**src/core/pdse_pkg.sv**
```systemverilog
// constants and types shared by the pd status and event block
package pdse_pkg;
  // register offsets on the register port
  localparam logic [7:0] PDSE_OFS_FAIL_RST   = 8'h3c;
  localparam logic [7:0] PDSE_OFS_TOG_RX     = 8'h3d;
  localparam logic [7:0] PDSE_OFS_EVENTS     = 8'h3e;
  // reset values
  localparam logic [7:0] PDSE_RST_FAIL_RST   = 8'h00;
  localparam logic [7:0] PDSE_RST_TOG_RX     = 8'h00;
  localparam logic [7:0] PDSE_RST_EVENTS     = 8'h00;
  localparam logic [7:0] PDSE_RDATA_UNMAPPED = 8'h00;
  // pd_fail_reset_status fields
  localparam int PDSE_B_SOFT_FAIL  = 5;
  localparam int PDSE_B_RETRY_FAIL = 4;
  localparam int PDSE_B_IPWR_HI    = 3;
  localparam int PDSE_B_IPWR_LO    = 2;
  localparam int PDSE_B_SOFT_RX    = 1;
  localparam int PDSE_B_HARD_RX    = 0;
  // toggle_rx_type_status fields
  localparam int PDSE_B_TOG_HI     = 5;
  localparam int PDSE_B_TOG_LO     = 3;
  localparam int PDSE_B_RX_DPRIME  = 2;
  localparam int PDSE_B_RX_PRIME   = 1;
  localparam int PDSE_B_RX_PLAIN   = 0;
  // pd_event_flags fields
  localparam int PDSE_E_OCP_TEMP   = 7;
  localparam int PDSE_E_TOG_DONE   = 6;
  localparam int PDSE_E_SOFT_FAIL  = 5;
  localparam int PDSE_E_RETRY_FAIL = 4;
  localparam int PDSE_E_HARD_SENT  = 3;
  localparam int PDSE_E_ACKED      = 2;
  localparam int PDSE_E_SOFT_RX    = 1;
  localparam int PDSE_E_HARD_RX    = 0;
  // toggle result codes
  localparam logic [2:0] PDSE_TOG_RUNNING = 3'h0;
  localparam logic [2:0] PDSE_TOG_SRC1    = 3'h1;
  localparam logic [2:0] PDSE_TOG_SRC2    = 3'h2;
  localparam logic [2:0] PDSE_TOG_SNK1    = 3'h5;
  localparam logic [2:0] PDSE_TOG_SNK2    = 3'h6;
  localparam logic [2:0] PDSE_TOG_AUDIO   = 3'h7;
  localparam logic [2:0] PDSE_TOG_RESET   = 3'h0;
  // what the toggle logic found when it stopped
  typedef enum logic [2:0] {
    PDSE_FOUND_SRC1,
    PDSE_FOUND_SRC2,
    PDSE_FOUND_SNK1,
    PDSE_FOUND_SNK2,
    PDSE_FOUND_AUDIO
  } pdse_found_e;
  // stop state the toggle logic settles in
  typedef enum logic [2:0] {
    PDSE_STOP_NONE,
    PDSE_SETTLED_SOURCE_CH1,
    PDSE_SETTLED_SOURCE_CH2,
    PDSE_SETTLED_SINK_CH1,
    PDSE_SETTLED_SINK_CH2
  } pdse_stop_e;
endpackage : pdse_pkg

```
**src/core/pdse_sticky.sv**
```systemverilog
// vector of sticky flags: set wins over clear
`timescale 1ns/1ps
module pdse_sticky
  import pdse_pkg::*;
#(
  parameter int          W   = 8,
  parameter logic [W-1:0] RST = '0
)(
  // clock and reset
  input  wire logic         clk,
  input  wire logic         rst_n,
  // set and clear
  input  wire logic [W-1:0] set_i,
  input  wire logic         clr_i,
  // flags
  output logic      [W-1:0] flag_r
);
  logic [W-1:0] flag_nxt;

  always_comb
  begin
    flag_nxt = (clr_i ? '0 : flag_r) | set_i;
  end

  always_ff @(posedge clk or negedge rst_n)
  begin
    if (!rst_n)
      flag_r <= RST;
    else
      flag_r <= flag_nxt;
  end
endmodule : pdse_sticky

```
**src/core/pdse_toggle.sv**
```systemverilog
// toggle result tracker: running code, settled code, stop state
`timescale 1ns/1ps
module pdse_toggle
  import pdse_pkg::*;
(
  // clock and reset
  input  wire logic        clk,
  input  wire logic        rst_n,
  // from toggle logic
  input  wire logic        toggle_enable,
  input  wire logic        settle_pulse,
  input  wire pdse_found_e settle_kind,
  // results
  output logic [2:0]       toggle_result_code_r,
  output pdse_stop_e       stop_state_r,
  output logic             done_r
);
  typedef enum logic [1:0] {TG_IDLE, TG_RUN, TG_STOP} pdse_tg_e;
  pdse_tg_e   st_r, st_nxt;
  logic [2:0] code_nxt;
  pdse_stop_e stop_nxt;
  logic       done_nxt;

  always_comb
  begin
    st_nxt   = st_r;
    code_nxt = toggle_result_code_r;
    stop_nxt = stop_state_r;
    done_nxt = 1'b0;
    case (st_r)
      TG_IDLE:
        if (toggle_enable)
        begin
          st_nxt   = TG_RUN;
          code_nxt = PDSE_TOG_RUNNING;
          stop_nxt = PDSE_STOP_NONE;
        end
      TG_RUN:
        if (!toggle_enable)
          st_nxt = TG_IDLE;
        else if (settle_pulse)
        begin
          st_nxt   = TG_STOP;
          done_nxt = 1'b1;
          case (settle_kind)
            PDSE_FOUND_SRC1:
            begin
              code_nxt = PDSE_TOG_SRC1;
              stop_nxt = PDSE_SETTLED_SOURCE_CH1;
            end
            PDSE_FOUND_SRC2:
            begin
              code_nxt = PDSE_TOG_SRC2;
              stop_nxt = PDSE_SETTLED_SOURCE_CH2;
            end
            PDSE_FOUND_SNK1:
            begin
              code_nxt = PDSE_TOG_SNK1;
              stop_nxt = PDSE_SETTLED_SINK_CH1;
            end
            PDSE_FOUND_SNK2:
            begin
              code_nxt = PDSE_TOG_SNK2;
              stop_nxt = PDSE_SETTLED_SINK_CH2;
            end
            default:
            begin
              code_nxt = PDSE_TOG_AUDIO;
              stop_nxt = PDSE_SETTLED_SOURCE_CH1;
            end
          endcase
        end
      TG_STOP:
        if (!toggle_enable)
          st_nxt = TG_IDLE;
      default:
        st_nxt = TG_IDLE;
    endcase
  end

  always_ff @(posedge clk or negedge rst_n)
  begin
    if (!rst_n)
    begin
      st_r                 <= TG_IDLE;
      toggle_result_code_r <= PDSE_TOG_RESET;
      stop_state_r         <= PDSE_STOP_NONE;
      done_r               <= 1'b0;
    end
    else
    begin
      st_r                 <= st_nxt;
      toggle_result_code_r <= code_nxt;
      stop_state_r         <= stop_nxt;
      done_r               <= done_nxt;
    end
  end
endmodule : pdse_toggle

```
**src/core/pdse_status_events.sv**
```systemverilog
// pd status and event register bank with read port and event output
// Contract
// - set soft-reset-failed status bit 5 when all soft reset retries fail.
// - set retries-exhausted status bit 4 when all packet retries fail.
// - transmit start, transmitter-on or hard reset send clears bits 5 and 4.
// - show internal power request in bits 3:2; effective power is the higher.
// - set status bit 1 when a soft reset packet was received.
// - set status bit 0 when a hard reset ordered set was received.
// - toggle result field bits 5:3 reads 000 while toggling runs.
// - code 001 source on channel 1, code 010 source on channel 2.
// - code 101 sink on channel 1, code 110 sink on channel 2.
// - code 111 for audio accessory; then settle as source on channel 1.
// - bits 2,1,0 give type of last stored packet: dprime dbg, prime dbg, sop.
// - event bit 7 on vconn over-current or over-temperature; read clears.
// - event bit 6 when toggling ends on attach detection; read clears.
// - event bit 5 when automatic soft reset sequence fails; read clears.
// - event bit 4 when packet retries are exhausted; read clears.
// - event bit 3 after a hard reset ordered set was sent; read clears.
// - event bit 2 when a sent packet got a goodcrc; read clears.
// - event bit 1 on receiving a soft reset packet; read clears.
// - event bit 0 on receiving a hard reset ordered set; read clears.
// - a set mask bit keeps its event flag off the interrupt output.
`timescale 1ns/1ps
module pdse_status_events
  import pdse_pkg::*;
(
  // clock and reset
  input  wire logic        clk,
  input  wire logic        rst_n,
  // register read port
  input  wire logic        reg_rd,
  input  wire logic [7:0]  reg_addr,
  output logic      [7:0]  reg_rdata_r,
  output logic             reg_rvalid_r,
  // transmitter and protocol engine
  input  wire logic        soft_fail_pulse,
  input  wire logic        retry_fail_pulse,
  input  wire logic        start_tx_cmd,
  input  wire logic        transmitter_on_cmd,
  input  wire logic        send_hard_reset_cmd,
  input  wire logic        hard_reset_sent_pulse,
  input  wire logic        packet_acked_pulse,
  input  wire logic        pd_logic_reset,
  // receiver
  input  wire logic        soft_reset_rx_pulse,
  input  wire logic        hard_reset_rx_pulse,
  input  wire logic        rx_pkt_stored,
  input  wire logic [2:0]  rx_pkt_kind,
  // power
  input  wire logic [3:0]  power_enable_field,
  input  wire logic [1:0]  internal_power_request,
  output logic      [3:0]  eff_power_r,
  // protection monitors
  input  wire logic        vconn_ocp_pulse,
  input  wire logic        overtemp_pulse,
  // toggle logic
  input  wire logic        toggle_enable,
  input  wire logic        toggle_settle_pulse,
  input  wire pdse_found_e toggle_settle_kind,
  output pdse_stop_e       toggle_stop_state_r,
  // event mask and interrupt
  input  wire logic [7:0]  event_mask,
  output logic             int_n_r
);
  logic [1:0] fail_set, fail_r;
  logic       fail_clr;
  logic [1:0] rxrst_set, rxrst_r;
  logic [7:0] evt_set, evt_r, evt_nxt;
  logic       evt_clr;
  logic [2:0] toggle_result_code_r;
  logic       tog_done;
  logic [2:0] rx_type_r, rx_type_nxt;
  logic [1:0] ipwr_r, ipwr_nxt;
  logic [3:0] eff_power_nxt, alt_power;
  logic [7:0] fail_rst_view, tog_rx_view;
  logic [7:0] rdata_nxt;
  logic       rvalid_nxt;
  logic       int_n_nxt;

  // failure status bits; set wins over a command in the same cycle
  always_comb
  begin
    fail_set = 2'h0;
    fail_set[1] = soft_fail_pulse;
    fail_set[0] = retry_fail_pulse;
    fail_clr = start_tx_cmd | transmitter_on_cmd | send_hard_reset_cmd;
  end

  pdse_sticky #(
    .W   (2),
    .RST (2'h0)
  ) u_fail (
    .clk    (clk),
    .rst_n  (rst_n),
    .set_i  (fail_set),
    .clr_i  (fail_clr),
    .flag_r (fail_r)
  );

  // received reset status bits, cleared by a pd logic reset
  always_comb
  begin
    rxrst_set    = 2'h0;
    rxrst_set[1] = soft_reset_rx_pulse;
    rxrst_set[0] = hard_reset_rx_pulse;
  end

  pdse_sticky #(
    .W   (2),
    .RST (2'h0)
  ) u_rxrst (
    .clk    (clk),
    .rst_n  (rst_n),
    .set_i  (rxrst_set),
    .clr_i  (pd_logic_reset),
    .flag_r (rxrst_r)
  );

  // toggle progress
  pdse_toggle u_toggle (
    .clk                  (clk),
    .rst_n                (rst_n),
    .toggle_enable        (toggle_enable),
    .settle_pulse         (toggle_settle_pulse),
    .settle_kind          (toggle_settle_kind),
    .toggle_result_code_r (toggle_result_code_r),
    .stop_state_r         (toggle_stop_state_r),
    .done_r               (tog_done)
  );

  // event flags, cleared by a read of the event register
  always_comb
  begin
    evt_set = 8'h00;
    evt_set[PDSE_E_OCP_TEMP]   = vconn_ocp_pulse | overtemp_pulse;
    evt_set[PDSE_E_TOG_DONE]   = tog_done;
    evt_set[PDSE_E_SOFT_FAIL]  = soft_fail_pulse;
    evt_set[PDSE_E_RETRY_FAIL] = retry_fail_pulse;
    evt_set[PDSE_E_HARD_SENT]  = hard_reset_sent_pulse;
    evt_set[PDSE_E_ACKED]      = packet_acked_pulse;
    evt_set[PDSE_E_SOFT_RX]    = soft_reset_rx_pulse;
    evt_set[PDSE_E_HARD_RX]    = hard_reset_rx_pulse;
    evt_clr = reg_rd && (reg_addr == PDSE_OFS_EVENTS);
  end

  pdse_sticky #(
    .W   (8),
    .RST (PDSE_RST_EVENTS)
  ) u_evt (
    .clk    (clk),
    .rst_n  (rst_n),
    .set_i  (evt_set),
    .clr_i  (evt_clr),
    .flag_r (evt_r)
  );

  // packet type, internal power request, effective power, interrupt
  always_comb
  begin
    rx_type_nxt = rx_pkt_stored ? rx_pkt_kind : rx_type_r;
    ipwr_nxt    = internal_power_request;
    alt_power   = {internal_power_request, power_enable_field[1:0]};
    eff_power_nxt = (power_enable_field > alt_power) ?
                    power_enable_field : alt_power;
    // interrupt follows the flags as they will stand after this edge
    evt_nxt     = (evt_clr ? 8'h00 : evt_r) | evt_set;
    int_n_nxt   = ~|(evt_nxt & ~event_mask);
  end

  always_ff @(posedge clk or negedge rst_n)
  begin
    if (!rst_n)
    begin
      rx_type_r   <= 3'h0;
      ipwr_r      <= 2'h0;
      eff_power_r <= 4'h0;
      int_n_r     <= 1'b1;
    end
    else
    begin
      rx_type_r   <= rx_type_nxt;
      ipwr_r      <= ipwr_nxt;
      eff_power_r <= eff_power_nxt;
      int_n_r     <= int_n_nxt;
    end
  end

  // read port: data one cycle after the strobe, unmapped reads zero
  always_comb
  begin
    fail_rst_view = PDSE_RST_FAIL_RST;
    fail_rst_view[PDSE_B_SOFT_FAIL]  = fail_r[1];
    fail_rst_view[PDSE_B_RETRY_FAIL] = fail_r[0];
    fail_rst_view[PDSE_B_IPWR_HI:PDSE_B_IPWR_LO] = ipwr_r;
    fail_rst_view[PDSE_B_SOFT_RX]    = rxrst_r[1];
    fail_rst_view[PDSE_B_HARD_RX]    = rxrst_r[0];
    tog_rx_view = PDSE_RST_TOG_RX;
    tog_rx_view[PDSE_B_TOG_HI:PDSE_B_TOG_LO] = toggle_result_code_r;
    tog_rx_view[PDSE_B_RX_DPRIME:PDSE_B_RX_PLAIN] = rx_type_r;
    rvalid_nxt = reg_rd;
    rdata_nxt  = reg_rdata_r;
    if (reg_rd)
    begin
      case (reg_addr)
        PDSE_OFS_FAIL_RST: rdata_nxt = fail_rst_view;
        PDSE_OFS_TOG_RX:   rdata_nxt = tog_rx_view;
        PDSE_OFS_EVENTS:   rdata_nxt = evt_r;
        default:           rdata_nxt = PDSE_RDATA_UNMAPPED;
      endcase
    end
  end

  always_ff @(posedge clk or negedge rst_n)
  begin
    if (!rst_n)
    begin
      reg_rdata_r  <= 8'h00;
      reg_rvalid_r <= 1'b0;
    end
    else
    begin
      reg_rdata_r  <= rdata_nxt;
      reg_rvalid_r <= rvalid_nxt;
    end
  end
endmodule : pdse_status_events

```
**config.mk**
```make
export PLATFORM = sky130hd
export DESIGN_NAME = pdse_status_events
export DESIGN_NICKNAME = d
export VERILOG_FILES = /design/src/core/pdse_pkg.sv /design/src/core/pdse_sticky.sv /design/src/core/pdse_toggle.sv /design/src/core/pdse_status_events.sv
export SDC_FILE = /design/constraint.sdc
export NUM_CORES = 1
export LEC_CHECK = 0
export BUFFER_PORTS_ARGS = -buffer_cell sky130_fd_sc_hd__clkbuf_2
export CAP_MARGIN = 25
export CORE_MARGIN = 2
export CORE_UTILIZATION = 55
export CTS_BUF_LIST = sky130_fd_sc_hd__clkbuf_8
export CTS_CLUSTER_SIZE = 20
export DETAILED_ROUTE_END_ITERATION = 10
export HOLD_SLACK_MARGIN = 0.1
export PLACE_DENSITY = 0.89
export SYNTH_ARGS = -nofsm -noshare
export SYNTH_HDL_FRONTEND = slang
export SYNTH_HIERARCHICAL = 1
export SYNTH_SLANG_ARGS = --single-unit
export TNS_END_PERCENT = 100
```
**constraint.sdc**
```tcl
create_clock -name clk -period 2.3 [get_ports clk]
set_input_delay 0.115 -clock clk [delete_from_list [all_inputs] [get_ports clk]]
set_output_delay 0.115 -clock clk [all_outputs]
set_load 0.02 [all_outputs]
```
==> impl_metrics.env <==
export IMPL_status="finished, final reports clean"
export IMPL_cts_reportedPaths_clkPinSlew_ns=0.07
export IMPL_place_inst=263
export IMPL_die_width_um=61.9
export IMPL_worst_pin_slew_ns=0.434
export IMPL_fin_crit_sh=0.755
export IMPL_tritoncts="built"
export IMPL_ys_seq_area_frac=0.530
export IMPL_antenna_found_initial=0
export IMPL_gp_congestion=0.770
export IMPL_yosysUniqueCellTypes=42
export IMPL_synthMuxAreaShare=0.0733
export IMPL_post_cts_resized=0
export IMPL_powerDensity_mw_per_mm2=584
export IMPL_yosys_warnings=6
export IMPL_ios=63
export IMPL_nets=295
export IMPL_synth_compound_area_frac=0.189
export IMPL_relSlewSlack=0.710
export IMPL_die_y_um=61.9
export IMPL_cp_max_fo=10
export IMPL_finalInstanceArea_mm2=0.00250
export IMPL_hold_path_class="primary input to flop"
export IMPL_core_area_mm2=0.00328
export IMPL_grt_overflow_total=0
export IMPL_skew_ns=0.00357
export IMPL_syn_area_per_cell_um2=11.5
export IMPL_detailroute_wirelength_met2_um=2010
export IMPL_setup_ws_ns=0.563
export IMPL_via_per_inst=5.27
export IMPL_synthAdderAreaFrac=0.0204
export IMPL_synth_top_cell_by_area="dfrtp_1"
export IMPL_crit_chain="dlygate4sd3_1 > clkbuf_2 > nand4b_4 > o41ai_1 > nand4_1 > nor4_2"
export IMPL_dpl_instance_area_mm2=0.00217
export IMPL_startpoint_type="primary input"
export IMPL_wl_per_cell_um=14.1
export IMPL_maxSlewViolCount=0
export IMPL_place_ws_ns=0.897
export IMPL_htree_levels=2
export IMPL_synth_nets=209
export IMPL_hold_buffers=21
export IMPL_syn_cell_area_mm2=0.00184
export IMPL_cts_buffers=5
export IMPL_p_leak_nw=1.21
export IMPL_cts_root_buf="clkbuf_8"
export IMPL_start_util=0.562
export IMPL_slowest_stage="dlygate4sd3_1"
export IMPL_grt_pass1_wl_um=6600
export IMPL_synthTopCellsByArea="dfrtp_1 (52%), a21o_1 (4.9%), inv_1 (3.5%)"
export IMPL_ant_nets=0
export IMPL_drtIter0Drc=96
export IMPL_fmax_mhz=576
export IMPL_synth_xor_xnor_area_share=0.00475
export IMPL_die_area_mm2=0.00383
export IMPL_path_class="primary input to flop"
export IMPL_num_vias=1543
export IMPL_ys_flop_type="dfrtp_1"
export IMPL_cts_buffer_depth=2
export IMPL_ir_drop_mv=0.359
export IMPL_met1Wirelength_um=1710
export IMPL_track_usage=0.242
export IMPL_clock_latency_ns=0.29
export IMPL_synthArstFlopShare=1.00
export IMPL_top_layer_used="met4"
export IMPL_fin_cells=293
export IMPL_drc=0
export IMPL_syn_to_final_growth_pct=35.5
export IMPL_crit_arrival_ns=1.94
export IMPL_synth_seq_cells=39
export IMPL_diodes=0
export IMPL_portBuffers=62
export IMPL_critPathMaxStageDelay_ns=0.52
export IMPL_dr_pass1_iters=4
export IMPL_synth_edff_count=0
export IMPL_synth_top_family_by_area="compound AO/OA/AOI/OAI gates"
export IMPL_tns_ns=0
export IMPL_synth_top_area_share=0.516
export IMPL_cts_sinks=39
export IMPL_layout_drive_gt1_share=0.377
export IMPL_rsz0062_at_grt="false"
export IMPL_finalHoldViolCount=0
export IMPL_setup_violations=0
export IMPL_netlist_top_cells_count="dfrtp_1 (38), inv_1 (17), nor2_1 (13)"
export IMPL_cp_required_ns=2.50
export IMPL_rows=21
export IMPL_grt_max_degree=40
export IMPL_grt_pass1_vias=1567
export IMPL_hpwl_um=2790
export IMPL_cp_end_kind="flop"
export IMPL_syn_inst=160
export IMPL_min_period_ns=1.74
export IMPL_routed_wl_um=4130
export IMPL_wl_met3_um=296
export IMPL_max_cap_viol_count=0
export IMPL_yosys_area_share_simple=0.123
export IMPL_cts_setup_buffers=0
export IMPL_synth_most_common_cell="dfrtp_1"
[critical path, delay by kind of cell]
family,cells,cell delay [ns]
buf+inv,2,0.76
compound gates,1,0.47
simple gates,3,0.58
[path summary, 6_finish.rpt]
kind,cells past startpoint,startpoint,slack (ns),end
setup / recovery,6,reg_rd,0.56,int_n_r
hold / removal,2,toggle_enable,0.11,u_toggle/st_r[1]
setup reg to reg,3,u_toggle/st_r[1],0.99,u_toggle/st_r[0]
hold reg to reg,1,u_fail/flag_r[1],0.48,u_fail/flag_r[1]
max in group asynchronous,3,rst_n,1.73,eff_power_r[1]
min in group asynchronous,2,rst_n,0.17,u_evt/flag_r[0]
[report_power, final]
part / internal [mW] / switching [mW]
sequential: 0.718 / 0.0196
clock: 0.269 / 0.226
combinational: 0.121 / 0.107
total: 1.11 / 0.352
[state kept, by name (all words and copies together) (netlist names)]
name / cells
u_toggle/toggle_result_code_r: 3
u_evt/flag_r: 8
reg_rvalid_r: 1
rx_type_r: 3
u_toggle/st_r: 2
reg_rdata_r: 8
int_n_r: 1
u_rxrst/flag_r: 2
u_fail/flag_r: 2
u_toggle/done_r: 1
u_toggle/stop_state_r: 2
ipwr_r: 2
eff_power_r: 4
[cell usage in the layout, fill, tap and decap left out, types with 2 or more instances in the layout]
cell type	count
nor2b_1	2
nor2_1	13
nor3_1	2
inv_1	18
mux2_2	4
ha_1	3
nand2_1	3
mux2_4	2
o22ai_1	6
nor4_1	3
nand2b_1	2
a21o_1	12
mux2i_1	6
dlygate4sd3_1	21
o21ai_0	2
o21ba_2	4
a21oi_1	10
dfrtp_1	38
nand2b_4	2
o41ai_1	4
clkbuf_8	7
clkbuf_2	62
[final cells by class]
type                    instances  area [µm²]
clock buffers                   7        96.3
repair buffers                 84         541
flip-flops and latches         39         977
inverters                      18        67.6
fillers                       218         785
well taps                      46        57.6
clock inverters                 1        3.75
multi-input cells              98         757
[stage by stage]
stage | hold WS [ns] | utilization | total power, mW
floorplan | -0.181 | - | 0.861
global placement | 0.224 | 0.661 | 0.937
detailed placement | 0.228 | 0.661 | 0.944
CTS | 0.100 | 0.755 | 1.47
global route | 0.105 | 0.761 | 1.53
finish | 0.110 | 0.761 | 1.46
[kinds of logic after synthesis]
| group | Yosys count |
|---|---|
| AND/OR/NAND/NOR | 35 |
| buffers and inverters | 23 |
| AO/OA/AOI/OAI | 47 |
| adder cells (fa/ha/maj) | 3 |
| multiplexers | 12 |
| XOR/XNOR | 1 |
| flip-flops | 39 |
[metal layers]
layer / GRT usage / vias up
met1: 0.273 / 723
met5: 0 / -
met4: 0.0912 / 0
met2: 0.418 / 71
li1: - / 737
met3: 0.0890 / 12
Power figures use the tool's default switching activity.
